[src/verilog/rpab_pkg.sv]
// Constants and types for the receive-port alias and back-channel register bank
package rpab_pkg;

  // ***************************************************************
  // Bus and register indices (byte address is four times the index)
  // ***************************************************************
  localparam int RPAB_ADR_W = 10;
  localparam logic [7:0] RPAB_IDX_ALIAS5 = 8'h6a;
  localparam logic [7:0] RPAB_IDX_ALIAS6 = 8'h6b;
  localparam logic [7:0] RPAB_IDX_ALIAS7 = 8'h6c;
  localparam logic [7:0] RPAB_IDX_PORT_CFG = 8'h6d;
  localparam logic [7:0] RPAB_IDX_BC_SRC = 8'h6e;
  localparam logic [7:0] RPAB_IDX_STATUS = 8'h7f;
  localparam int RPAB_NUM_SLOTS = 3;
  localparam logic [2:0] RPAB_FIRST_SLOT = 3'h5;

  // ***************************************************************
  // Field positions and reset values
  // ***************************************************************
  localparam int RPAB_ALIAS_LSB = 1;
  localparam int RPAB_AUTO_ACK_BIT = 0;
  localparam logic [7:0] RPAB_ALIAS_RST = 8'h00;
  localparam int RPAB_CFG_DROP_BIT = 3;
  localparam int RPAB_CFG_RSVD2_BIT = 2;
  localparam logic RPAB_CFG_DROP_RST = 1'b1;
  localparam logic [1:0] RPAB_CFG_MODE_RST = 2'h0;
  localparam logic [3:0] RPAB_CFG_RSVD_HI = 4'h0;
  localparam int RPAB_BC_SEL1_LSB = 4;
  localparam logic [7:0] RPAB_BC_RST = 8'h88;

  // ***************************************************************
  // Encodings
  // ***************************************************************
  localparam logic [1:0] RPAB_MODE_RESERVED = 2'h0;
  localparam logic [1:0] RPAB_MODE_RAW12_LF = 2'h1;
  localparam logic [1:0] RPAB_MODE_RAW12_HF = 2'h2;
  localparam logic [1:0] RPAB_MODE_RAW10 = 2'h3;
  localparam logic [3:0] RPAB_BC_CONST0 = 4'h8;
  localparam logic [3:0] RPAB_BC_CONST1 = 4'h9;
  localparam logic [3:0] RPAB_BC_FSYNC = 4'ha;

  // ***************************************************************
  // Timing
  // ***************************************************************
  localparam int RPAB_CLK_PERIOD_NS = 4;
  localparam int RPAB_FRAME_LINE_SETUP_NS = 8;
  localparam int RPAB_SETUP_CYC = (RPAB_FRAME_LINE_SETUP_NS + RPAB_CLK_PERIOD_NS - 1)
                                  / RPAB_CLK_PERIOD_NS;

  typedef enum logic [1:0] {FL_IDLE, FL_WAIT, FL_DROP, FL_RUN} rpab_line_e;

endpackage

[src/verilog/rpab_bc_mux.sv]
// Source selector for one back-channel bit
`timescale 1ns/1ns
`default_nettype none
module rpab_bc_mux
  import rpab_pkg::*;
(
  input wire logic clk_i,
  input wire logic rst_i,
  input wire logic [3:0] sel_i,
  input wire logic [7:0] pin_i,
  input wire logic trigger_i,
  output logic bit_o
);

  logic bit_d;
  logic bit_q;

  always_comb begin
    bit_d = 1'b0;
    if (!sel_i[3]) begin
      bit_d = pin_i[sel_i[2:0]];
    end else begin
      case (sel_i)
        RPAB_BC_CONST1: bit_d = 1'b1;
        RPAB_BC_FSYNC: bit_d = trigger_i;
        default: bit_d = 1'b0;
      endcase
    end
  end

  always_ff @(posedge clk_i) begin
    if (rst_i) begin
      bit_q <= 1'b0;
    end else begin
      bit_q <= bit_d;
    end
  end

  assign bit_o = bit_q;
endmodule
`default_nettype wire

[src/verilog/rpab_cfg.sv]
// Receive-port alias decode, input format and back-channel source register bank
//
// Chosen here: the Wishbone register port.
`timescale 1ns/1ns
`default_nettype none
module rpab_cfg
  import rpab_pkg::*;
#(
  parameter int ADR_W = RPAB_ADR_W,
  parameter int SETUP_CYC = RPAB_SETUP_CYC,
  parameter logic RSVD_BIT2 = 1'b0
) (
  input wire logic clk_i,
  input wire logic rst_i,
  input wire logic wb_cyc_i,
  input wire logic wb_stb_i,
  input wire logic wb_we_i,
  input wire logic [ADR_W-1:0] wb_adr_i,
  input wire logic [31:0] wb_dat_i,
  input wire logic [3:0] wb_sel_i,
  output logic [31:0] wb_dat_o,
  output logic wb_ack_o,
  input wire logic txn_valid_i,
  input wire logic [6:0] txn_addr_i,
  input wire logic txn_write_i,
  input wire logic [6:0] target_id_slot5_i,
  input wire logic [6:0] target_id_slot6_i,
  input wire logic [6:0] target_id_slot7_i,
  input wire logic fwd_lock_i,
  input wire logic remote_ack_i,
  output logic match_o,
  output logic [2:0] match_slot_o,
  output logic [6:0] remote_addr_o,
  output logic match_write_o,
  output logic auto_ack_o,
  output logic i2c_ack_o,
  input wire logic frame_valid_i,
  input wire logic line_valid_i,
  output logic frame_valid_o,
  output logic line_valid_o,
  output logic trunc_line_o,
  output logic [1:0] input_format_select_o,
  output logic raw_mode_o,
  input wire logic [7:0] gpio_pin_i,
  input wire logic camera_trigger_signal_i,
  output logic backchannel_bit0_o,
  output logic backchannel_bit1_o
);

  localparam logic [7:0] SETUP_CNT = 8'(SETUP_CYC);

  // ***************************************************************
  // Pin synchroniser
  // ***************************************************************
  logic [7:0] gpio_s1_q;
  logic [7:0] gpio_s2_q;

  always_ff @(posedge clk_i) begin
    if (rst_i) begin
      gpio_s1_q <= 8'h00;
      gpio_s2_q <= 8'h00;
    end else begin
      gpio_s1_q <= gpio_pin_i;
      gpio_s2_q <= gpio_s1_q;
    end
  end

  // ***************************************************************
  // Wishbone slave
  // ***************************************************************
  logic [7:0] idx;
  logic req;
  logic wr_en;
  logic ack_d, ack_q;
  logic [31:0] rdat_d, rdat_q;
  logic [7:0] rd_val;
  logic [7:0] alias_d [RPAB_NUM_SLOTS];
  logic [7:0] alias_q [RPAB_NUM_SLOTS];
  logic drop_d, drop_q;
  logic [1:0] mode_d, mode_q;
  logic [7:0] bc_d, bc_q;
  logic [7:0] status;
  rpab_line_e st_d, st_q;
  logic [2:0] slot_d, slot_q;

  assign idx = 8'(wb_adr_i[ADR_W-1:2]);
  assign req = wb_cyc_i & wb_stb_i;
  // Write lands on the edge where the master sees ack
  assign wr_en = req & wb_we_i & ack_q & wb_sel_i[0];
  assign status = {1'b0, slot_q, 2'b00, (st_q == FL_DROP), frame_valid_o};

  always_comb begin
    rd_val = 8'h00;
    case (idx)
      RPAB_IDX_ALIAS5: rd_val = alias_q[0];
      RPAB_IDX_ALIAS6: rd_val = alias_q[1];
      RPAB_IDX_ALIAS7: rd_val = alias_q[2];
      RPAB_IDX_PORT_CFG: rd_val = {RPAB_CFG_RSVD_HI, drop_q, RSVD_BIT2, mode_q};
      RPAB_IDX_BC_SRC: rd_val = bc_q;
      RPAB_IDX_STATUS: rd_val = status;
      default: rd_val = 8'h00;
    endcase
  end

  always_comb begin
    ack_d = req & ~ack_q;
    rdat_d = 32'h0;
    if (req && !ack_q && !wb_we_i) begin
      rdat_d = {24'h0, rd_val};
    end
  end

  always_ff @(posedge clk_i) begin
    if (rst_i) begin
      ack_q <= 1'b0;
      rdat_q <= 32'h0;
    end else begin
      ack_q <= ack_d;
      rdat_q <= rdat_d;
    end
  end

  assign wb_ack_o = ack_q;
  assign wb_dat_o = rdat_q;

  // ***************************************************************
  // Register storage
  // ***************************************************************
  always_comb begin
    alias_d = alias_q;
    drop_d = drop_q;
    mode_d = mode_q;
    bc_d = bc_q;
    if (wr_en) begin
      for (int k = 0; k < RPAB_NUM_SLOTS; k++) begin
        if (idx == RPAB_IDX_ALIAS5 + 8'(k)) begin
          alias_d[k] = wb_dat_i[7:0];
        end
      end
      if (idx == RPAB_IDX_PORT_CFG) begin
        // Only the writable fields are taken
        drop_d = wb_dat_i[RPAB_CFG_DROP_BIT];
        mode_d = wb_dat_i[1:0];
      end
      if (idx == RPAB_IDX_BC_SRC) begin
        bc_d = wb_dat_i[7:0];
      end
    end
  end

  always_ff @(posedge clk_i) begin
    if (rst_i) begin
      for (int k = 0; k < RPAB_NUM_SLOTS; k++) begin
        alias_q[k] <= RPAB_ALIAS_RST;
      end
      drop_q <= RPAB_CFG_DROP_RST;
      mode_q <= RPAB_CFG_MODE_RST;
      bc_q <= RPAB_BC_RST;
    end else begin
      alias_q <= alias_d;
      drop_q <= drop_d;
      mode_q <= mode_d;
      bc_q <= bc_d;
    end
  end

  assign input_format_select_o = mode_q;
  assign raw_mode_o = (mode_q != RPAB_MODE_RESERVED);

  // ***************************************************************
  // Alias decoder
  // ***************************************************************
  logic [6:0] tid [RPAB_NUM_SLOTS];
  logic hit_d, hit_q;
  logic [6:0] raddr_d, raddr_q;
  logic aack_d, aack_q;
  logic mw_d, mw_q;

  assign tid[0] = target_id_slot5_i;
  assign tid[1] = target_id_slot6_i;
  assign tid[2] = target_id_slot7_i;

  always_comb begin
    hit_d = 1'b0;
    slot_d = slot_q;
    raddr_d = raddr_q;
    aack_d = aack_q;
    mw_d = mw_q;
    if (txn_valid_i) begin
      // Walk downward so the lowest matching slot wins
      for (int k = RPAB_NUM_SLOTS - 1; k >= 0; k--) begin
        if (alias_q[k][7:RPAB_ALIAS_LSB] != 7'h00 &&
            alias_q[k][7:RPAB_ALIAS_LSB] == txn_addr_i) begin
          hit_d = 1'b1;
          slot_d = RPAB_FIRST_SLOT + 3'(k);
          raddr_d = tid[k];
          aack_d = alias_q[k][RPAB_AUTO_ACK_BIT];
          mw_d = txn_write_i;
        end
      end
    end
  end

  always_ff @(posedge clk_i) begin
    if (rst_i) begin
      hit_q <= 1'b0;
      slot_q <= 3'h0;
      raddr_q <= 7'h00;
      aack_q <= 1'b0;
      mw_q <= 1'b0;
    end else begin
      hit_q <= hit_d;
      slot_q <= slot_d;
      raddr_q <= raddr_d;
      aack_q <= aack_d;
      mw_q <= mw_d;
    end
  end

  assign match_o = hit_q;
  assign match_slot_o = slot_q;
  assign remote_addr_o = raddr_q;
  assign match_write_o = mw_q;
  assign auto_ack_o = aack_q;
  // Auto-ack ignores lock and the remote answer
  assign i2c_ack_o = hit_q & ((mw_q & aack_q) | (fwd_lock_i & remote_ack_i));

  // ***************************************************************
  // First-line setup check
  // ***************************************************************
  logic [7:0] cnt_d, cnt_q;
  logic short_first;
  logic drop_now;
  logic fval_d, fval_q;
  logic lval_d, lval_q;
  logic tr_d, tr_q;

  always_comb begin
    short_first = line_valid_i & ((st_q == FL_IDLE & frame_valid_i) |
                                  (st_q == FL_WAIT & cnt_q < SETUP_CNT));
    drop_now = drop_q & raw_mode_o & line_valid_i & (short_first | st_q == FL_DROP);
    st_d = st_q;
    cnt_d = cnt_q;
    case (st_q)
      FL_IDLE: begin
        cnt_d = 8'h01;
        if (frame_valid_i) begin
          st_d = line_valid_i ? (drop_now ? FL_DROP : FL_RUN) : FL_WAIT;
        end
      end
      FL_WAIT: begin
        if (!frame_valid_i) begin
          st_d = FL_IDLE;
        end else if (line_valid_i) begin
          st_d = drop_now ? FL_DROP : FL_RUN;
        end else if (cnt_q != 8'hff) begin
          cnt_d = cnt_q + 8'h01;
        end
      end
      FL_DROP: begin
        if (!frame_valid_i) begin
          st_d = FL_IDLE;
        end else if (!line_valid_i) begin
          st_d = FL_RUN;
        end
      end
      FL_RUN: begin
        if (!frame_valid_i) begin
          st_d = FL_IDLE;
        end
      end
      default: st_d = FL_IDLE;
    endcase
    fval_d = frame_valid_i;
    lval_d = line_valid_i & ~drop_now;
    tr_d = short_first & raw_mode_o;
  end

  always_ff @(posedge clk_i) begin
    if (rst_i) begin
      st_q <= FL_IDLE;
      cnt_q <= 8'h00;
      fval_q <= 1'b0;
      lval_q <= 1'b0;
      tr_q <= 1'b0;
    end else begin
      st_q <= st_d;
      cnt_q <= cnt_d;
      fval_q <= fval_d;
      lval_q <= lval_d;
      tr_q <= tr_d;
    end
  end

  assign frame_valid_o = fval_q;
  assign line_valid_o = lval_q;
  assign trunc_line_o = tr_q;

  // ***************************************************************
  // Back-channel sources
  // ***************************************************************
  rpab_bc_mux u_bc0 (
    .clk_i(clk_i),
    .rst_i(rst_i),
    .sel_i(bc_q[RPAB_BC_SEL1_LSB-1:0]),
    .pin_i(gpio_s2_q),
    .trigger_i(camera_trigger_signal_i),
    .bit_o(backchannel_bit0_o)
  );

  rpab_bc_mux u_bc1 (
    .clk_i(clk_i),
    .rst_i(rst_i),
    .sel_i(bc_q[7:RPAB_BC_SEL1_LSB]),
    .pin_i(gpio_s2_q),
    .trigger_i(camera_trigger_signal_i),
    .bit_o(backchannel_bit1_o)
  );
endmodule
`default_nettype wire

[config.mk]
export PLATFORM = sky130hd
export DESIGN_NAME = rpab_cfg
export DESIGN_NICKNAME = d
export VERILOG_FILES = /design/src/verilog/rpab_pkg.sv /design/src/verilog/rpab_bc_mux.sv /design/src/verilog/rpab_cfg.sv
export SDC_FILE = /design/constraint.sdc
export NUM_CORES = 1
export LEC_CHECK = 0
export BUFFER_PORTS_ARGS = -buffer_cell sky130_fd_sc_hd__buf_2
export CAP_MARGIN = 20
export CORE_MARGIN = 2
export CORE_UTILIZATION = 50
export CTS_CLUSTER_SIZE = 14
export DETAILED_ROUTE_END_ITERATION = 8
export GPL_ROUTABILITY_DRIVEN = 0
export HOLD_SLACK_MARGIN = 0.15
export PLACE_DENSITY = 0.79
export RECOVER_POWER = 25
export SLEW_MARGIN = 20
export SYNTH_ARGS = -nofsm -noshare
export SYNTH_HDL_FRONTEND = slang
export SYNTH_SLANG_ARGS = --single-unit
[constraint.sdc]
create_clock -name clk_i -period 3.2 [get_ports clk_i]
set_input_delay 0.64 -clock clk_i [delete_from_list [all_inputs] [get_ports clk_i]]
set_output_delay 0.64 -clock clk_i [all_outputs]
set_load 0.01 [all_outputs]
Word level (Yosys, flattened, before mapping)
Cells that the tools add are included.
Operators by class
  add/sub/neg operators: 1
  $lt $le $gt $ge: 3
  equal/unequal tests: 24
  mux-type cells: 37
  bitwise gates (word level): 23
  reduce and logical (&&, ||, !) cells: 24
Operators by type and width (count)
  8-bit by 7-bit equality test with 1-bit output, second input constant: 6
  8-bit case mux with 6 select lines: 1
  8-bit two-way mux: 3
  7-bit equality test: 3
  7-bit two-way mux: 3
  7-bit nonzero test: 3
  1-bit bitwise AND: 16
  4-bit equality test, second input constant: 4
  8-bit case mux with 2 select lines: 1
  1-bit two-way mux: 14
  2-bit two-way mux: 7
  2-bit AND reduction: 6
  3-bit two-way mux: 3
  8-bit by 1-bit adder with 8-bit output, second input constant: 1
  3-bit by 4-bit < comparator with 1-bit output, second input constant: 2
  8-bit by 2-bit < comparator with 1-bit output, second input constant: 1
  2-bit inequality test, second input constant: 4
  8-bit inequality test, second input constant: 1
  2-bit case mux with 4 select lines: 1
  4-bit AND reduction: 2
  1-bit binary-select mux with 3-bit select: 2
  3-bit inequality test, second input constant: 2
  1-bit logical AND: 5
  2-bit equality test, second input constant: 2
  10 further kinds: 19
Word-level totals
  bits in registers: 112
  output and inout bits: 55

Depth between registers and ports, before layout
  word-level depth: 10
  mapped depth: 7
  depth with buffers taken out: 6

Modules after synthesis
A second synthesis with hierarchy kept.
Unflattened totals
  cells, all modules: 468
  area, all modules: 4481.8 µm²
By module, submodules not included
  rpab_cfg: instances 1, cells an instance 444, area an instance 4231.6 µm², sequential area each 1721.7 µm²
  rpab_bc_mux: instances 2, cells an instance 12, area an instance 125.1 µm², sequential area each 20.0 µm²

Worst setup path before layout
Ideal clock, no wire load.
  path kind: input to register
  from: input wb_adr_i[2]
  to: register alias_q[15] (netlist name)
  library setup time: 0.128 ns
  arrival time: 1.921 ns
  required time: 3.072 ns
  setup slack: 1.151 ns
  stages: 7
  path buffers: 2
  cells stage by stage: buf_4 > inv_1 > nor4_4 > nor2b_1 > buf_4 > mux2i_1 > nor2_1
On the way
  longest elaborated chain between the ends: 2
RTL lines
  from (decl): line rpab_cfg.sv:18  | input wire logic [ADR_W-1:0] wb_adr_i,
  8-bit by 7-bit equality test with 1-bit output: line rpab_cfg.sv:136  | if (idx == RPAB_IDX_ALIAS5 + 8'(k)) begin
  2-bit AND reduction (no source line)
  to (signal assigned): line rpab_cfg.sv:160  | alias_q <= alias_d;
  to (decl): line rpab_cfg.sv:78  | logic [7:0] alias_q [RPAB_NUM_SLOTS];
Every way passes these cells.
A chain may end at the register's enable or synchronous reset.

==> flow_summary.yaml <==
global_routing:
  grt_max_degree: 47
  grtUsageTotal_pct: 21.7
  gr-total-overflow: 0
  antenna_found_initial: 0
  grt_pass1_wl_um: 17000
  grt_pass1_vias: 3614
worst_setup_path:
  worstPathMaxFanout: 46
  cpMaxStageDelayCell: "clkbuf_1"
  path_class: "primary input to flop"
  cp_data_required_time_ns: 3.46
  endpoint: "u_bc0.bit_o"
  r2r_setup_slack_ns: 1.15
  cp.arrival_ns: 2.54
  setup.worst_path.start_class: "primary input"
  worstReg2RegEnd: "match_slot_o[0]"
  path_delay_family: "buffers and inverters"
  cp-startpoint: "rst_i"
  max_stage_delay_ns: 1.08
  worst-path-stages: 4
  r2r_start: "alias_q[15]"
  end_kind: "flop"
  reg2reg_depth: 5
  path_cells: "clkbuf_1, buf_4, a21oi_1, o311a_1"
  worstPathBufferInverterCount: 2
sta:
  setup_viol: 0
  maxSlewHeadroom_pct: -2.01
  fmax_ghz: 0.438
  hold_violations: 0
  worstMarginPinSlew_ns: 1.53
  min_period_ns: 2.28
  fin_crit_sh_pct: 71.4
  tns_ns: 0
  fin_skew_ns: 0.0112
  rsz0062_at_grt: "false"
  worst_slack_ns: 0.915
  slew_violations: 37
clock_tree:
  numCtsBuffers: 9
  cts-root-buf: "clkbuf_8"
  postCtsSetupRepairBufs: 0
  cts.sinks: 88
  cts_resized: 0
  htree_levels: 3
  path_clk_slew_ns: 0.10
  cts_tree: "done"
  clk_latency_ns: 0.36
  cts_buffer_depth: 2
  hold_buffers: 0
route:
  wl_um: 10400
  vias: 3706
  wl_per_cell_um: 15.8
  antenna_left: 0
  drc: 0
  drt_iter0_drc: 236
  drt_first_pass_iters: 5
  viasPerCell: 5.64
synth:
  yosysUniqueCellTypes: 58
  synth.avg_cell_area_um2: 9.71
  synthTopCellsByArea: "dfxtp_1 40%, mux2i_1 8.2%, nor2b_1 5.5%"
  netlist_instances: 454
  yosysWarningCount: 0
  yosysSeqAreaShare_pct: 40.0
  synth_top_area_share_pct: 40.0
  synth_largest_area_cell: "dfxtp_1"
  ys.flop_type: "dfxtp_1"
  synth_edf_count: 0
  synth_seq_cells: 88
  synth_area_um2: 4410
  async_reset_ff_share_pct: 0
outcome:
  status: "finished, violations left"
  violations: "capacitance limit, slew limit"
die:
  core_area_um2: 8640
  die_w_um: 97.9
  die_y_um: 97.9
  num_rows: 34
  die_area_um2: 9590
  initial_core_util_pct: 51.1
  ios: 149
cells_and_area:
  areaGrowthSynthToFinish_pct: 14.3
  diodes: 0
  nets: 639
  drive_gt1_share_pct: 21.3
power:
  peakVddDrop_mv: 0.289
  p_per_area_nw_per_um2: 407
  power.static_leakage_uw: 0.00196
min_path:
  min-delay-path-class: "flop to flop"
placed_design:
  port_buffers: 95
  pre_cts_slack_ns: 0.726
  dp_hpwl_um: 7720
flow_run:
  maxCapViolCount: 1
layout make-up:
class,count,area [um2]
flip-flops and latches,88,1760
multi-input cells,337,2420
fillers,774,3600
clock buffers,9,124
clock inverters,7,81.3
inverters,8,30.0
well taps,108,135
repair buffers,100,483
how the worst min path moves through the flow:
| stage | startpoint | end | slack (ns) | depth (start not counted) |
|---|---|---|---|---|
| floorplan | gpio_s1_q[0] | gpio_s2_q[0] | 0.41 | 1 |
| global placement | gpio_s1_q[3] | gpio_s2_q[3] | 0.42 | 1 |
| detailed placement | gpio_s1_q[2] | gpio_s2_q[2] | 0.42 | 1 |
| CTS | gpio_s1_q[2] | gpio_s2_q[2] | 0.45 | 1 |
| global route | gpio_pin_i[1] | gpio_s1_q[1] | 0.46 | 2 |
| finish | gpio_s1_q[2] | gpio_s2_q[2] | 0.45 | 1 |
through the flow:
stage          power (uW)  hold WS [ns]  instance area, um2  instances  utilization [%]
2_1_floorplan        1250         0.414                4500        477                -
5_1_grt              2140         0.465                5040        657             58.3
3_5_place_dp         1300         0.424                4860        641             56.3
6_report             2050         0.447                5040        657             58.3
4_1_cts              2070         0.450                5070        657             58.7
3_3_place_gp         1290         0.419                4860        641             56.3
synth_stat cells (2+ instances only):
library cell / n
a222oi_1: 3
a2111oi_0: 3
mux2i_1: 36
nor4_4: 4
nand2b_1: 5
a211o_1: 5
dfxtp_1: 88
o311a_1: 2
a22oi_1: 10
and4_1: 9
buf_4: 26
mux2_2: 2
nor3_4: 2
o21ai_0: 3
nor2b_1: 39
xnor2_1: 12
nand3_1: 8
nor2_1: 52
buf_2: 2
clkbuf_1: 11
nand2_1: 8
o31ai_1: 2
a21oi_1: 17
buf_1: 3
nor3_1: 6
nand4_1: 12
mux4_2: 4
a221oi_1: 3
nor4_1: 6
o41ai_1: 8
and3_1: 3
buf_6: 2
a211oi_1: 14
or2_2: 2
inv_1: 7
xor2_1: 13
logic make-up after synthesis:
group,Yosys count,synth area share (%)
multiplexers,42,10.7
AND/OR/NAND/NOR,167,23.6
XOR/XNOR,25,4.97
flip-flops,88,40.0
buffers and inverters,52,7.04
other,1,0.0850
AO/OA/AOI/OAI,78,13.4
adder cells (fa/ha/maj),1,0.284
routing by layer:
layer	global-route usage, %	up-vias	part of all wire [%]
met2	36.2	114	48
met1	27.9	1769	44
met3	3.58	28	5.2
met4	9.51	0	2.9
met5	0	-	0
li1	-	1795	-
cells in the final DEF (no fill, tap or decap), types with 9 or more instances in the layout:
cell type / count
nor2_1: 52
clkbuf_8: 9
dfxtp_1: 88
nand4_1: 12
conb_1: 24
nor2b_1: 39
mux2i_1: 36
and4_1: 9
a21oi_1: 17
xor2_1: 13
buf_2: 71
a211oi_1: 14
xnor2_1: 12
clkbuf_1: 24
a22oi_1: 10
flip-flops by register name, indices dropped and copies added (netlist names):
register,cells
alias_q,24
bc_q,8
cnt_q,8
gpio_s1_q,8
gpio_s2_q,8
wb_dat_o,8
remote_addr_o,7
match_slot_o,3
input_format_select_o,2
st_q,2
auto_ack_o,1
drop_q,1
frame_valid_o,1
line_valid_o,1
match_o,1
match_write_o,1
trunc_line_o,1
u_bc0.bit_o,1
u_bc1.bit_o,1
wb_ack_o,1
worst register-to-register path, delay by kind of cell (launching register included):
family,cells,cell delay [ns]
AND/OR/NAND/NOR,3,0.92
AO/OA/AOI/OAI,1,0.39
flip-flops,1,0.37
XOR/XNOR,1,0.20
power breakdown:
group	total (uW)	leakage, uW	switching [uW]	internal [uW]
combinational	154	0.00114	93.5	60.0
clock	779	0.000104	466	313
sequential	1120	0.000714	9.36	1110
No activity file was read; power rests on OpenSTA's default activity.
